### src/pkg/rtc_consts.svh
// Constants for the rotate-through-carry unit
`ifndef RTC_CONSTS_SVH
`define RTC_CONSTS_SVH

`define RTC_OP_ROT_RIGHT  6'h0c
`define RTC_OP_ROT_LEFT   6'h0d
`define RTC_DEST_ACCUM    1'h0
`define RTC_DEST_FILE     1'h1
`define RTC_FILE_DEPTH    32
`define RTC_BYTE_MSB      7
`define RTC_BYTE_LSB      0
`define RTC_RST_BYTE      8'h00
`define RTC_RST_BIT       1'h0
`define RTC_LOAD_FILE     2'h0
`define RTC_LOAD_ACCUM    2'h1
`define RTC_LOAD_STATUS   2'h2
`define RTC_ST_CARRY      0
`define RTC_ST_DIGIT      1
`define RTC_ST_ZERO       2
`define RTC_EX_SRC        8'he6
`define RTC_EX_RES        8'hcc

`endif

### src/pkg/rtc_pkg.sv
// Types shared by the rotate-through-carry unit
package rtc_pkg;

    typedef enum logic [2:0] {
        OP_NONE                    = 3'b001,
        rotate_right_through_carry = 3'b010,
        rotate_left_through_carry  = 3'b100
    } op_t;

    typedef struct packed {
        logic [5:0] opcode;
        logic       dest;
        logic [4:0] index;
    } instr_t;

    typedef struct packed {
        logic [1:0] target;
        logic [4:0] index;
        logic [7:0] data;
    } load_t;

    typedef struct packed {
        logic       carry;
        logic [7:0] value;
    } rot_t;

endpackage

### src/verilog/rotate_core.sv
// Nine-bit ring rotate of a byte and the carry flag
`timescale 1ns/1ps
`default_nettype none
`include "rtc_consts.svh"

module rotate_core (
    input  wire logic [7:0]   i_value,
    input  wire logic         i_carry,
    input  wire rtc_pkg::op_t i_op,
    output var rtc_pkg::rot_t o_result
);
    always_comb begin
        o_result = {i_carry, i_value};
        unique case (i_op)
            rtc_pkg::rotate_right_through_carry: begin // [RULE_01]
                // Carry into the top, low bit out to carry
                o_result = {i_value[`RTC_BYTE_LSB], i_carry,
                            i_value[`RTC_BYTE_MSB:`RTC_BYTE_LSB+1]};
            end
            rtc_pkg::rotate_left_through_carry: begin
                o_result = {i_value[`RTC_BYTE_MSB],
                            i_value[`RTC_BYTE_MSB-1:`RTC_BYTE_LSB],
                            i_carry}; // [RULE_07]
            end
            rtc_pkg::OP_NONE: begin
                o_result = {i_carry, i_value};
            end
            default: begin
                o_result = {i_carry, i_value};
            end
        endcase
    end
endmodule
`default_nettype wire

### src/verilog/rotate_through_carry_unit.sv
// Rotate-through-carry execution datapath with file registers
//
// Contract
// RULE_01: Rotate right moves carry into bit 7 and bit 0 into carry.
// RULE_02: Destination 0 writes the accumulator and leaves the file alone.
// RULE_03: Destination 1 writes back into the source file register.
// RULE_04: Rotate right decodes from 0011 00df ffff, d bit 5, f bits 4..0.
// RULE_05: A rotate is one word and completes in one cycle.
// RULE_06: Rotate left of 1110 0110, carry 0, gives 1100 1100, carry 1.
// RULE_07: Rotate left decodes from 0011 01df ffff, left through carry.
// RULE_08: Rotates change only carry, never zero or digit carry.
`timescale 1ns/1ps
`default_nettype none
`include "rtc_consts.svh"

module rotate_through_carry_unit #(
    parameter int DEPTH = `RTC_FILE_DEPTH
) (
    input  wire logic             i_clock,
    input  wire logic             i_nrst,
    input  wire logic             i_enable,
    input  wire logic             i_instr_valid,
    input  wire rtc_pkg::instr_t  i_instr,
    input  wire logic             i_load_valid,
    input  wire rtc_pkg::load_t   i_load,
    input  wire logic [4:0]       i_read_index,
    output logic [7:0]            o_accum,
    output logic                  o_carry,
    output logic                  o_digit_carry,
    output logic                  o_zero,
    output logic                  o_done,
    output logic [7:0]            o_read_data
);
    logic             rst_meta_n_r;
    logic             rst_n_r;
    logic [7:0]       file_r [DEPTH];
    logic [7:0]       acc_r;
    logic             carry_r;
    logic             digit_r;
    logic             zero_r;
    logic             done_r;
    logic [7:0]       read_r;
    rtc_pkg::op_t     op;
    rtc_pkg::rot_t    rot;
    logic [7:0]       src;
    logic             take;
    logic             load_ok;

    function automatic rtc_pkg::op_t decode_op(input rtc_pkg::instr_t ins);
        if (ins.opcode == `RTC_OP_ROT_RIGHT) begin
            return rtc_pkg::rotate_right_through_carry; // [RULE_04]
        end
        if (ins.opcode == `RTC_OP_ROT_LEFT) begin
            return rtc_pkg::rotate_left_through_carry; // [RULE_07]
        end
        return rtc_pkg::OP_NONE;
    endfunction

    // Reset release through two flops; enable gates them like all state
    always_ff @(posedge i_clock or negedge i_nrst) begin
        if (!i_nrst) begin
            rst_meta_n_r <= 1'b0;
            rst_n_r      <= 1'b0;
        end else if (i_enable) begin
            rst_meta_n_r <= 1'b1;
            rst_n_r      <= rst_meta_n_r;
        end
    end

    assign op      = decode_op(i_instr);
    assign take    = i_enable && i_instr_valid &&
                     (op != rtc_pkg::OP_NONE); // [RULE_05]
    // Preload loses to a rotate so flags and targets stay coherent
    assign load_ok = i_enable && i_load_valid && !take;
    assign src     = file_r[i_instr.index];

    rotate_core u_core (
        .i_value  (src),
        .i_carry  (carry_r),
        .i_op     (op),
        .o_result (rot)
    );

    genvar g;
    generate
        for (g = 0; g < DEPTH; g++) begin : g_file
            always_ff @(posedge i_clock or negedge rst_n_r) begin
                if (!rst_n_r) begin
                    file_r[g] <= `RTC_RST_BYTE;
                end else if (take && i_instr.dest == `RTC_DEST_FILE &&
                             i_instr.index == 5'(g)) begin
                    file_r[g] <= rot.value; // [RULE_03]
                end else if (load_ok && i_load.target == `RTC_LOAD_FILE &&
                             i_load.index == 5'(g)) begin
                    file_r[g] <= i_load.data;
                end
            end
        end
    endgenerate

    always_ff @(posedge i_clock or negedge rst_n_r) begin
        if (!rst_n_r) begin
            acc_r <= `RTC_RST_BYTE;
        end else if (take && i_instr.dest == `RTC_DEST_ACCUM) begin
            acc_r <= rot.value; // [RULE_02]
        end else if (load_ok && i_load.target == `RTC_LOAD_ACCUM) begin
            acc_r <= i_load.data;
        end
    end

    always_ff @(posedge i_clock or negedge rst_n_r) begin
        if (!rst_n_r) begin
            carry_r <= `RTC_RST_BIT;
        end else if (take) begin
            carry_r <= rot.carry; // [RULE_01] [RULE_07]
        end else if (load_ok && i_load.target == `RTC_LOAD_STATUS) begin
            carry_r <= i_load.data[`RTC_ST_CARRY];
        end
    end

    // Zero and digit-carry only move on a status preload
    always_ff @(posedge i_clock or negedge rst_n_r) begin
        if (!rst_n_r) begin
            digit_r <= `RTC_RST_BIT;
            zero_r  <= `RTC_RST_BIT;
        end else if (load_ok && i_load.target == `RTC_LOAD_STATUS) begin
            digit_r <= i_load.data[`RTC_ST_DIGIT]; // [RULE_08]
            zero_r  <= i_load.data[`RTC_ST_ZERO]; // [RULE_08]
        end
    end

    always_ff @(posedge i_clock or negedge rst_n_r) begin
        if (!rst_n_r) begin
            done_r <= 1'b0;
        end else if (i_enable) begin
            done_r <= take; // [RULE_05]
        end
    end

    always_ff @(posedge i_clock or negedge rst_n_r) begin
        if (!rst_n_r) begin
            read_r <= `RTC_RST_BYTE;
        end else if (i_enable) begin
            read_r <= file_r[i_read_index];
        end
    end

    assign o_accum       = acc_r;
    assign o_carry       = carry_r;
    assign o_digit_carry = digit_r;
    assign o_zero        = zero_r;
    assign o_done        = done_r;
    assign o_read_data   = read_r;
endmodule
`default_nettype wire

### config.mk
export PLATFORM = sky130hd
export DESIGN_NAME = rotate_through_carry_unit
export DESIGN_NICKNAME = d
export VERILOG_FILES = /design/src/pkg/rtc_pkg.sv /design/src/verilog/rotate_core.sv /design/src/verilog/rotate_through_carry_unit.sv
export VERILOG_INCLUDE_DIRS = /design/src /design/src/pkg
export SDC_FILE = /design/constraint.sdc
export NUM_CORES = 1
export LEC_CHECK = 0
export ABC_AREA = 1
export BUFFER_PORTS_ARGS = -buffer_cell sky130_fd_sc_hd__buf_2
export CAP_MARGIN = 20
export CORE_MARGIN = 2
export CORE_UTILIZATION = 25
export CTS_CLUSTER_SIZE = 20
export DETAILED_ROUTE_END_ITERATION = 8
export PLACE_DENSITY = 0.46
export SYNTH_ARGS = -nofsm -noshare
export SYNTH_HDL_FRONTEND = slang
export SYNTH_SLANG_ARGS = --single-unit
### constraint.sdc
create_clock -name i_clock -period 9.1 [get_ports i_clock]
set_clock_uncertainty 0.05 [all_clocks]
set_input_delay 1.82 -clock i_clock [delete_from_list [all_inputs] [get_ports i_clock]]
set_output_delay 1.82 -clock i_clock [all_outputs]
set_load 0.02 [all_outputs]
# --- Word-level counts from Yosys, hierarchy flattened ---
# Index checks and enable logic that the tools add are counted.
totals:
  regBits: 278
  inputBits: 37
  out_inout_bits: 20
  elab_cells: 309
classes:
  n_lt_le_gt_ge: 2
  n_eq_ne: 70
  n_mux: 82
  bitwise_logic: 3
  n_reduce_logical: 112
op_table:
  columns: ["cell", "count"]
  rows:
  - ["$mux 8", 70]
  - ["$eq 5x5->1 const B", 32]
  - ["$bmux 8 s5", 2]
  - ["$eq 5x4->1 const B", 16]
  - ["$logic_and 1x1->1", 73]
  - ["$reduce_bool 2->1", 34]
  - ["$eq 5x3->1 const B", 8]
  - ["$eq 5x2->1 const B", 4]
  - ["$pmux 9 s2", 1]
  - ["$eq 6x4->1 const B", 2]
  - ["$ge 6x6->1 const B", 2]
  - ["$mux 3", 4]
  - ["$not 5->6", 2]
  - ["$eq 5x1->1 const B", 2]
  - ["$logic_not 5->1", 2]
  - ["$ne 3x1->1 const B", 2]
  - ["$mux 1", 5]
  - ["$eq 3x2->1 const B", 1]
  - ["$eq 3x3->1 const B", 1]
  - ["$eq 2x1->1 const B", 1]
  - ["$eq 2x2->1 const B", 1]
  - ["$logic_not 2->1", 1]
  - ["$reduce_and 2->1", 1]
  - ["$logic_not 1->1", 1]
  - ["$not 1->1", 1]

# --- Logic depth before layout (Yosys ltp) ---
# Gate-level depths: netlist of the first run.
logic_depth:
  word_depth: 13
  depth_mapped: 17

# --- Cells and area by module ---
# Synthesis of the first run repeated with hierarchy kept, for this count alone.
hier_totals:
  hier_cells: 2982
  hier_area_um2: 19073.3
by_module_without_submodules:
  columns: ["module", "n_inst", "cells_per_inst", "area_per_inst_um2", "seq_area_each_um2"]
  rows:
  - ["rotate_through_carry_unit", 1, 2939, 18818.0, 6956.7]
  - ["rotate_core", 1, 43, 255.2, 0.0]

# --- Worst setup path before layout of the first run ---
# No wires, ideal clock.
synth_timing:
  path_kind: "register to register"
  start: "register rst_n_r (netlist name)"
  end: "register rst_n_r"
  setup_ns: 0.088
  arrival_time_ns: 6.595
  path_slack_ns: 2.367
  path_stages_with_launch: 3
  period_less_slack_ns: 6.733
  path_cell_list: "dfrtp_1 nand2_1 nand2_1"
synth_rtl:
  columns: ["item", "line", "source"]
  rows:
  - ["end signal: assignment", "rotate_through_carry_unit.sv:66", "rst_n_r <= rst_meta_n_r;"]
  - ["end: declaration", "rotate_through_carry_unit.sv:35", "logic rst_n_r;"]

# --- Final worst setup path of the first run ---
layout_timing:
  start: "input i_instr[1] in the netlist's numbering"
  end: "register file_r[125] in the netlist's numbering"
layout_via:
  elab_chain_len: 6
  word_cells_on_any_way: 9
  classes_between: "1 x eq/ne; 5 x mux; 1 x bitwise; 2 x reduce/logical"
layout_lines:
  columns: ["item", "line", "source"]
  rows:
  - ["start: declaration", "rotate_through_carry_unit.sv:23", "input wire rtc_pkg::instr_t i_instr,"]
  - ["$not 5->6 (implied by the code)", "rotate_through_carry_unit.sv:75", "assign src = file_r[i_instr.index];"]
  - ["$bmux 8 s5", "rotate_through_carry_unit.sv:75", null]
  - ["$mux 8 (implied by the code) (2 in a row)", "rotate_through_carry_unit.sv:75", null]
  - ["$pmux 9 s2", "rotate_core.sv:14", "unique case (i_op)"]
  - ["$mux 8", "rotate_through_carry_unit.sv:90", "end else if (take && i_instr.dest == `RTC_DEST_FILE &&"]
  - ["end signal: indexed assignment", "rotate_through_carry_unit.sv:89", "file_r[g] <= `RTC_RST_BYTE;"]
  - ["end signal: indexed assignment", "rotate_through_carry_unit.sv:92", "file_r[g] <= rot.value;"]
  - ["end signal: indexed assignment", "rotate_through_carry_unit.sv:95", "file_r[g] <= i_load.data;"]
  - ["end: declaration", "rotate_through_carry_unit.sv:36", "logic [7:0] file_r [DEPTH];"]
# Several ways; a longest one is shown, not always the timed one. The select of a mux whose other input is x is not followed.
# A chain may end at the register's enable or synchronous reset.

==> results.cfg, run 1 <==
[outcome]
outcome = completed

[die]
rows = 99
ios = 57
coreArea_mm2 = 0.0730
start_util = 0.253
die_area_mm2 = 0.0760
dieWidth_um = 276
fp.dieH_um = 276

[worst_setup_path]
cp-end-kind = register
rr_worst_depth = 12
max_stage_delay_ps = 820
worstSetupStartpointType = input pin
worstSetupPathType = in2reg
cp.required_ps = 9550
critPathSlowestCell = nand3_1
cp_common_cell = nand2_1
arrival_ps = 5930
path_max_fanout = 23
crit_chain = buf_2 > inv_2 > nor2_2 > buf_4 > nand2_1 > nand2_1 > nor2_1 > nor2_1 > nor2_1 > nand2_1 > nand3_1 > nand3_1 > buf_4 > nand2_1 > nand3_1

[placed_design]
io_buffers = 56
finalWeightedCongestion = 0.976
post-dp-hpwl_um = 67400

[drt]
drc = 0
wl_per_cell_um = 25.1
first_iter_violations = 2741
ant_nets = 0
via_per_inst = 5.42
routed_wirelength_um = 96600
dr.pass1.iters = 8
vias = 20900

[power]
p_seq_frac = 0.425
power_leakage_nw = 9.97
power.switching_mw = 1.06
p_clk_frac = 0.420
vdd_drop_max_mv = 0.104
switching_share = 0.325
pwr-share-comb = 0.155
power_per_cell_area_mw_per_mm2 = 159
p_total_mw = 3.27
internal_power_mw = 2.21

[synth]
synth_area_leader_cell = dfrtp_1
synthTopCellsByArea = dfrtp_1, nand2_1, nand3_1
syn-instance-count = 2897
synth_common_cells = nand2_1, nand3_1, dfrtp_1, nor2_1, o21ai_0
ys_ff_latch = 278
ys.flop_type = dfrtp_1
syn_area_mm2 = 0.0185
ys_types = 35
seq_area_frac_synth = 0.377
ys_warn_count = 0
avgSynthCellArea_um2 = 6.37
synth-edff-count = 0
postSynthNetCount = 2934
yosysMostFrequentCell = nand2_1
synth.top_cell.area_share = 0.377
synthArstFlopShare = 1.00

[flow_run]
cap_violations = 0

[cts]
ctsHoldBuffers = 0
clk_latency_ps = 580
clk_path_buf_depth = 3
cts_tree = built
ctsResizeCount = 0
h-tree-depth = 2
cts_buffers = 37
cts-root-buf = clkbuf_16
path_clk_slew_ps = 50
clock-sinks = 278
postCtsSetupRepairBufs = 0

[layout]
seqCellArea_mm2 = 0.00696
area_growth_pct = 11.5
nets = 2906
fill_cells = 8121
multi_input_area_mm2 = 0.0102
drive_gt1_frac = 0.0700

[worst_hold_path]
min_path_type = reg2async

[sta]
tns_ps = 0
setup_viol = 0
period_share = 0.603
maxSlewHeadroom = 0.245
slew_viol_final = 0
rsz0062_at_grt = no
fin_crit_ps = 5480
max_clock_freq_ghz = 0.182
worst-slew-pin-transition_ps = 1120
hold_viol_final = 0

[grt]
grt_first_pass_wirelength_um = 140000
grt_use_total = 0.253
antenna_found_initial = 2
grt_max_degree = 75
overflow = 0
grt_pass1_vias = 19300
[cells in the final DEF, fill, tap and decap left out, types with 2 or more instances in the layout]
cell,count
dfrtp_1,277
nand2_2,2
nand3_2,3
nor2_2,17
o31ai_1,6
o21ai_1,5
nor2_4,5
clkinv_1,4
buf_2,55
buf_4,38
clkbuf_1,4
nand2_1,1265
a21o_1,4
o21ai_0,172
or2_2,3
nand3_1,318
clkinv_2,9
o221ai_1,31
a22oi_1,12
a21oi_2,3
o211ai_1,32
nor3_1,17
inv_1,123
inv_6,2
o22ai_1,40
inv_2,16
nor3b_1,3
a21oi_1,53
clkbuf_16,37
nand4_1,67
nor2_1,249
nor3_2,2
clkbuf_8,4
[routing by layer]
metal / global-route usage / vias up / share of wire
li1: - / 9398 / -
met1: 0.355 / 10100 / 0.43
met2: 0.377 / 1166 / 0.43
met3: 0.0464 / 214 / 0.099
met4: 0.109 / 2 / 0.045
met5: 0 / - / 0.00013
[cell type report]
class                      count  share of cell area
antenna                        1            0.000122
clock buffer                  45              0.0484
clock inverter                12             0.00341
inverter                     144              0.0264
multi-input combinational   2313               0.495
sequential                   278               0.338
tap                          959              0.0583
timing repair buffer          95              0.0293
[worst max-delay path: cells and delay by family]
family | cells | cell delay, ps
buffers and inverters | 4 | 1630
and+or+nand+nor | 11 | 2450
[state kept, by name, indices dropped and copies added, names as in the netlist]
register,cells
o_digit_carry,1
o_done,1
file_r,256
o_read_data,8
o_zero,1
rst_meta_n_r,1
o_carry,1
rst_n_r,1
o_accum,8
[worst paths after layout]
| check | slack [ps] | end | startpoint |
|---|---|---|---|
| min | 390 | file_r[226] | rst_n_r |
| max reg2reg | 5770 | o_accum[5] | file_r[133] |
| min in group i_clock | 420 | o_read_data[1] | o_read_data[1] |
| max | 3620 | file_r[125] | i_instr[1] |
| min reg2reg | 390 | file_r[226] | rst_n_r |
| max in group asynchronous | 6340 | file_r[33] | rst_n_r |
[cells by family after synthesis]
family | Yosys count | share of synthesized area
simple gates | 1953 | 0.437
compound gates | 360 | 0.115
buf+inv | 306 | 0.0709
flops | 278 | 0.377
[through the flow]
step / instance area (µm²) / setup WS, ps / hold slack, ps / cells / utilization
CTS: 20500 / 3210 / 425 / 3845 / 0.281
finish: 20600 / 3620 / 386 / 3847 / 0.282
global route: 20600 / 3400 / 435 / 3846 / 0.282
floorplan: 18500 / 709 / 387 / 2897 / -
global placement: 19500 / 2760 / 404 / 3787 / 0.267
detailed placement: 19500 / 2640 / 408 / 3788 / 0.267
[power by group through the flow]
stage               combinational (mW)  clock [mW]  sequential (mW)
CTS                              0.496        1.39             1.39
global route                     0.548        1.44             1.40
floorplan                        0.269           0             1.41
finish                           0.507        1.37             1.39
global placement                 0.494           0             1.41
detailed placement               0.495           0             1.41
No activity file was read; power rests on OpenSTA's default activity.
==> run 2, diff against run 1 <==
Clock period 9.1 ns to 5.2 ns, I/O delays scaled along.
==> run 2 against run 1 <==
Combinational power grew 79%. Sequential share of layout area shrank 1.0 points. Worst setup slack lost 2000 ps. Largest power group is now clock.
==> results.cfg, run 2 (synthesis results as in run 1) <==
[outcome]
outcome = completed

[die]
rows = 99
ios = 57
fp.dieH_um = 276
coreArea_mm2 = 0.0730
die_area_mm2 = 0.0760
dieWidth_um = 276
start_util = 0.253

[cts]
cts_buffers = 38
clk_latency_ps = 580
h-tree-depth = 2
clk_path_buf_depth = 3
ctsResizeCount = 0
postCtsSetupRepairBufs = 0
ctsHoldBuffers = 0
cts_tree = built
cts-root-buf = clkbuf_16
clock-sinks = 278
path_clk_slew_ps = 60

[worst_setup_path]
cp-end-kind = register
worstSetupPathType = in2reg
critPathBufInv = 3
max_stage_delay_ps = 530
crit_family = buffers and inverters
cp_common_cell = nand2_1
crit_chain = buf_4 > buf_4 > o21ai_0 > nand2_1 > nand2_1 > nand2_1 > nand2_1 > nor2_1 > nand2_1 > nand3_1 > nand3_2 > buf_4 > nand2_1 > nand3_1
cp.required_ps = 5610
arrival_ps = 4030
critPathSlowestCell = nand3_2
path_max_fanout = 37
worstSetupStartpointType = input pin

[grt]
antenna_found_initial = 4
use_met2 = 0.375
grt_pass1_vias = 19600
grt_max_degree = 138
grt_first_pass_wirelength_um = 137000
use_met1 = 0.333
grt_util_met3 = 0.0475
overflow = 0
grt_use_total = 0.244
grt.busiest_layer = met2

[sta]
setup_viol = 0
fin_ws_ps = 1590
max_clock_freq_ghz = 0.277
fin_crit_ps = 3610
tns_ps = 0
period_share = 0.695
slew_viol_final = 0
worst-slew-pin-transition_ps = 1040
rsz0062_at_grt = no
hold_viol_final = 0
maxSlewHeadroom = 0.306
timing.hold.ws_ps = 112

[layout]
final_cell_mix = nand2_1, nand3_1, dfrtp_1
largest_reg_flops = 256
drive_gt1_frac = 0.0839
nets = 2941
regMostFlops = file_r
diodes = 0
fill_cells = 8059
fin_util = 0.291
fin_area_mm2 = 0.0212
fin_cells = 3892
final_common_cell = nand2_1
area_growth_pct = 14.9

[drt]
drc = 0
routed_wirelength_um = 93300
vias = 20600
dr.pass1.iters = 8
via_per_inst = 5.30
ant_nets = 0
wl_per_cell_um = 24.0
first_iter_violations = 2656

[power]
vdd_drop_max_mv = 0.183
power_per_cell_area_mw_per_mm2 = 295
power_leakage_nw = 10.3
p_total_mw = 6.26

[placed_design]
pre_cts_ws_ps = 1110
post-dp-hpwl_um = 62800
placed_cells = 3823
io_buffers = 56
dpl_cell_area_mm2 = 0.0198
finalWeightedCongestion = 0.963

[worst_hold_path]
min_path_type = reg2async

[flow_run]
cap_violations = 0
==> run 2: cell types whose count changed in the layout (fill, tap and decap cells not counted), sizes merged <==
cell    previous run  this run
buf               95       129
clkbuf            45        57
bufinv             0         5
clkinv            13        10
inv              142       140
diode              1         0
==> run 2: worst paths after layout <==
kind	startpoint	endpoint	slack, ps	depth (start not counted)
hold reg to reg	rst_n_r	file_r[64]	110	0
hold / removal	rst_n_r	file_r[64]	110	0
min in group i_clock	rst_meta_n_r	rst_meta_n_r	420	1
max in group asynchronous	rst_n_r	file_r[182]	3820	1
setup / recovery	i_instr[0]	file_r[144]	1590	14
setup reg to reg	file_r[56]	file_r[144]	2690	13
==> run 2: layer usage <==
layer | part of all wire | wire length, µm | up-vias
met1 | 0.43 | 39900 | 9865
li1 | - | - | 9493
met5 | 0 | 0 | -
met3 | 0.088 | 8220 | 227
met4 | 0.043 | 4050 | 0
met2 | 0.44 | 41200 | 1047
==> run 2: layout make-up <==
type | instances | area (µm²) | share of cell area
clock inverter | 12 | 188 | 0.00885
multi-input combinational | 2313 | 10200 | 0.481
tap | 959 | 1200 | 0.0566
inverter | 144 | 543 | 0.0256
sequential | 278 | 6960 | 0.328
clock buffer | 57 | 1190 | 0.0559
timing repair buffer | 129 | 933 | 0.0440
==> run 2: report_power, final <==
group | switching [mW] | internal [mW]
clock | 1.12 | 1.82
sequential | 0.115 | 2.29
combinational | 0.672 | 0.238
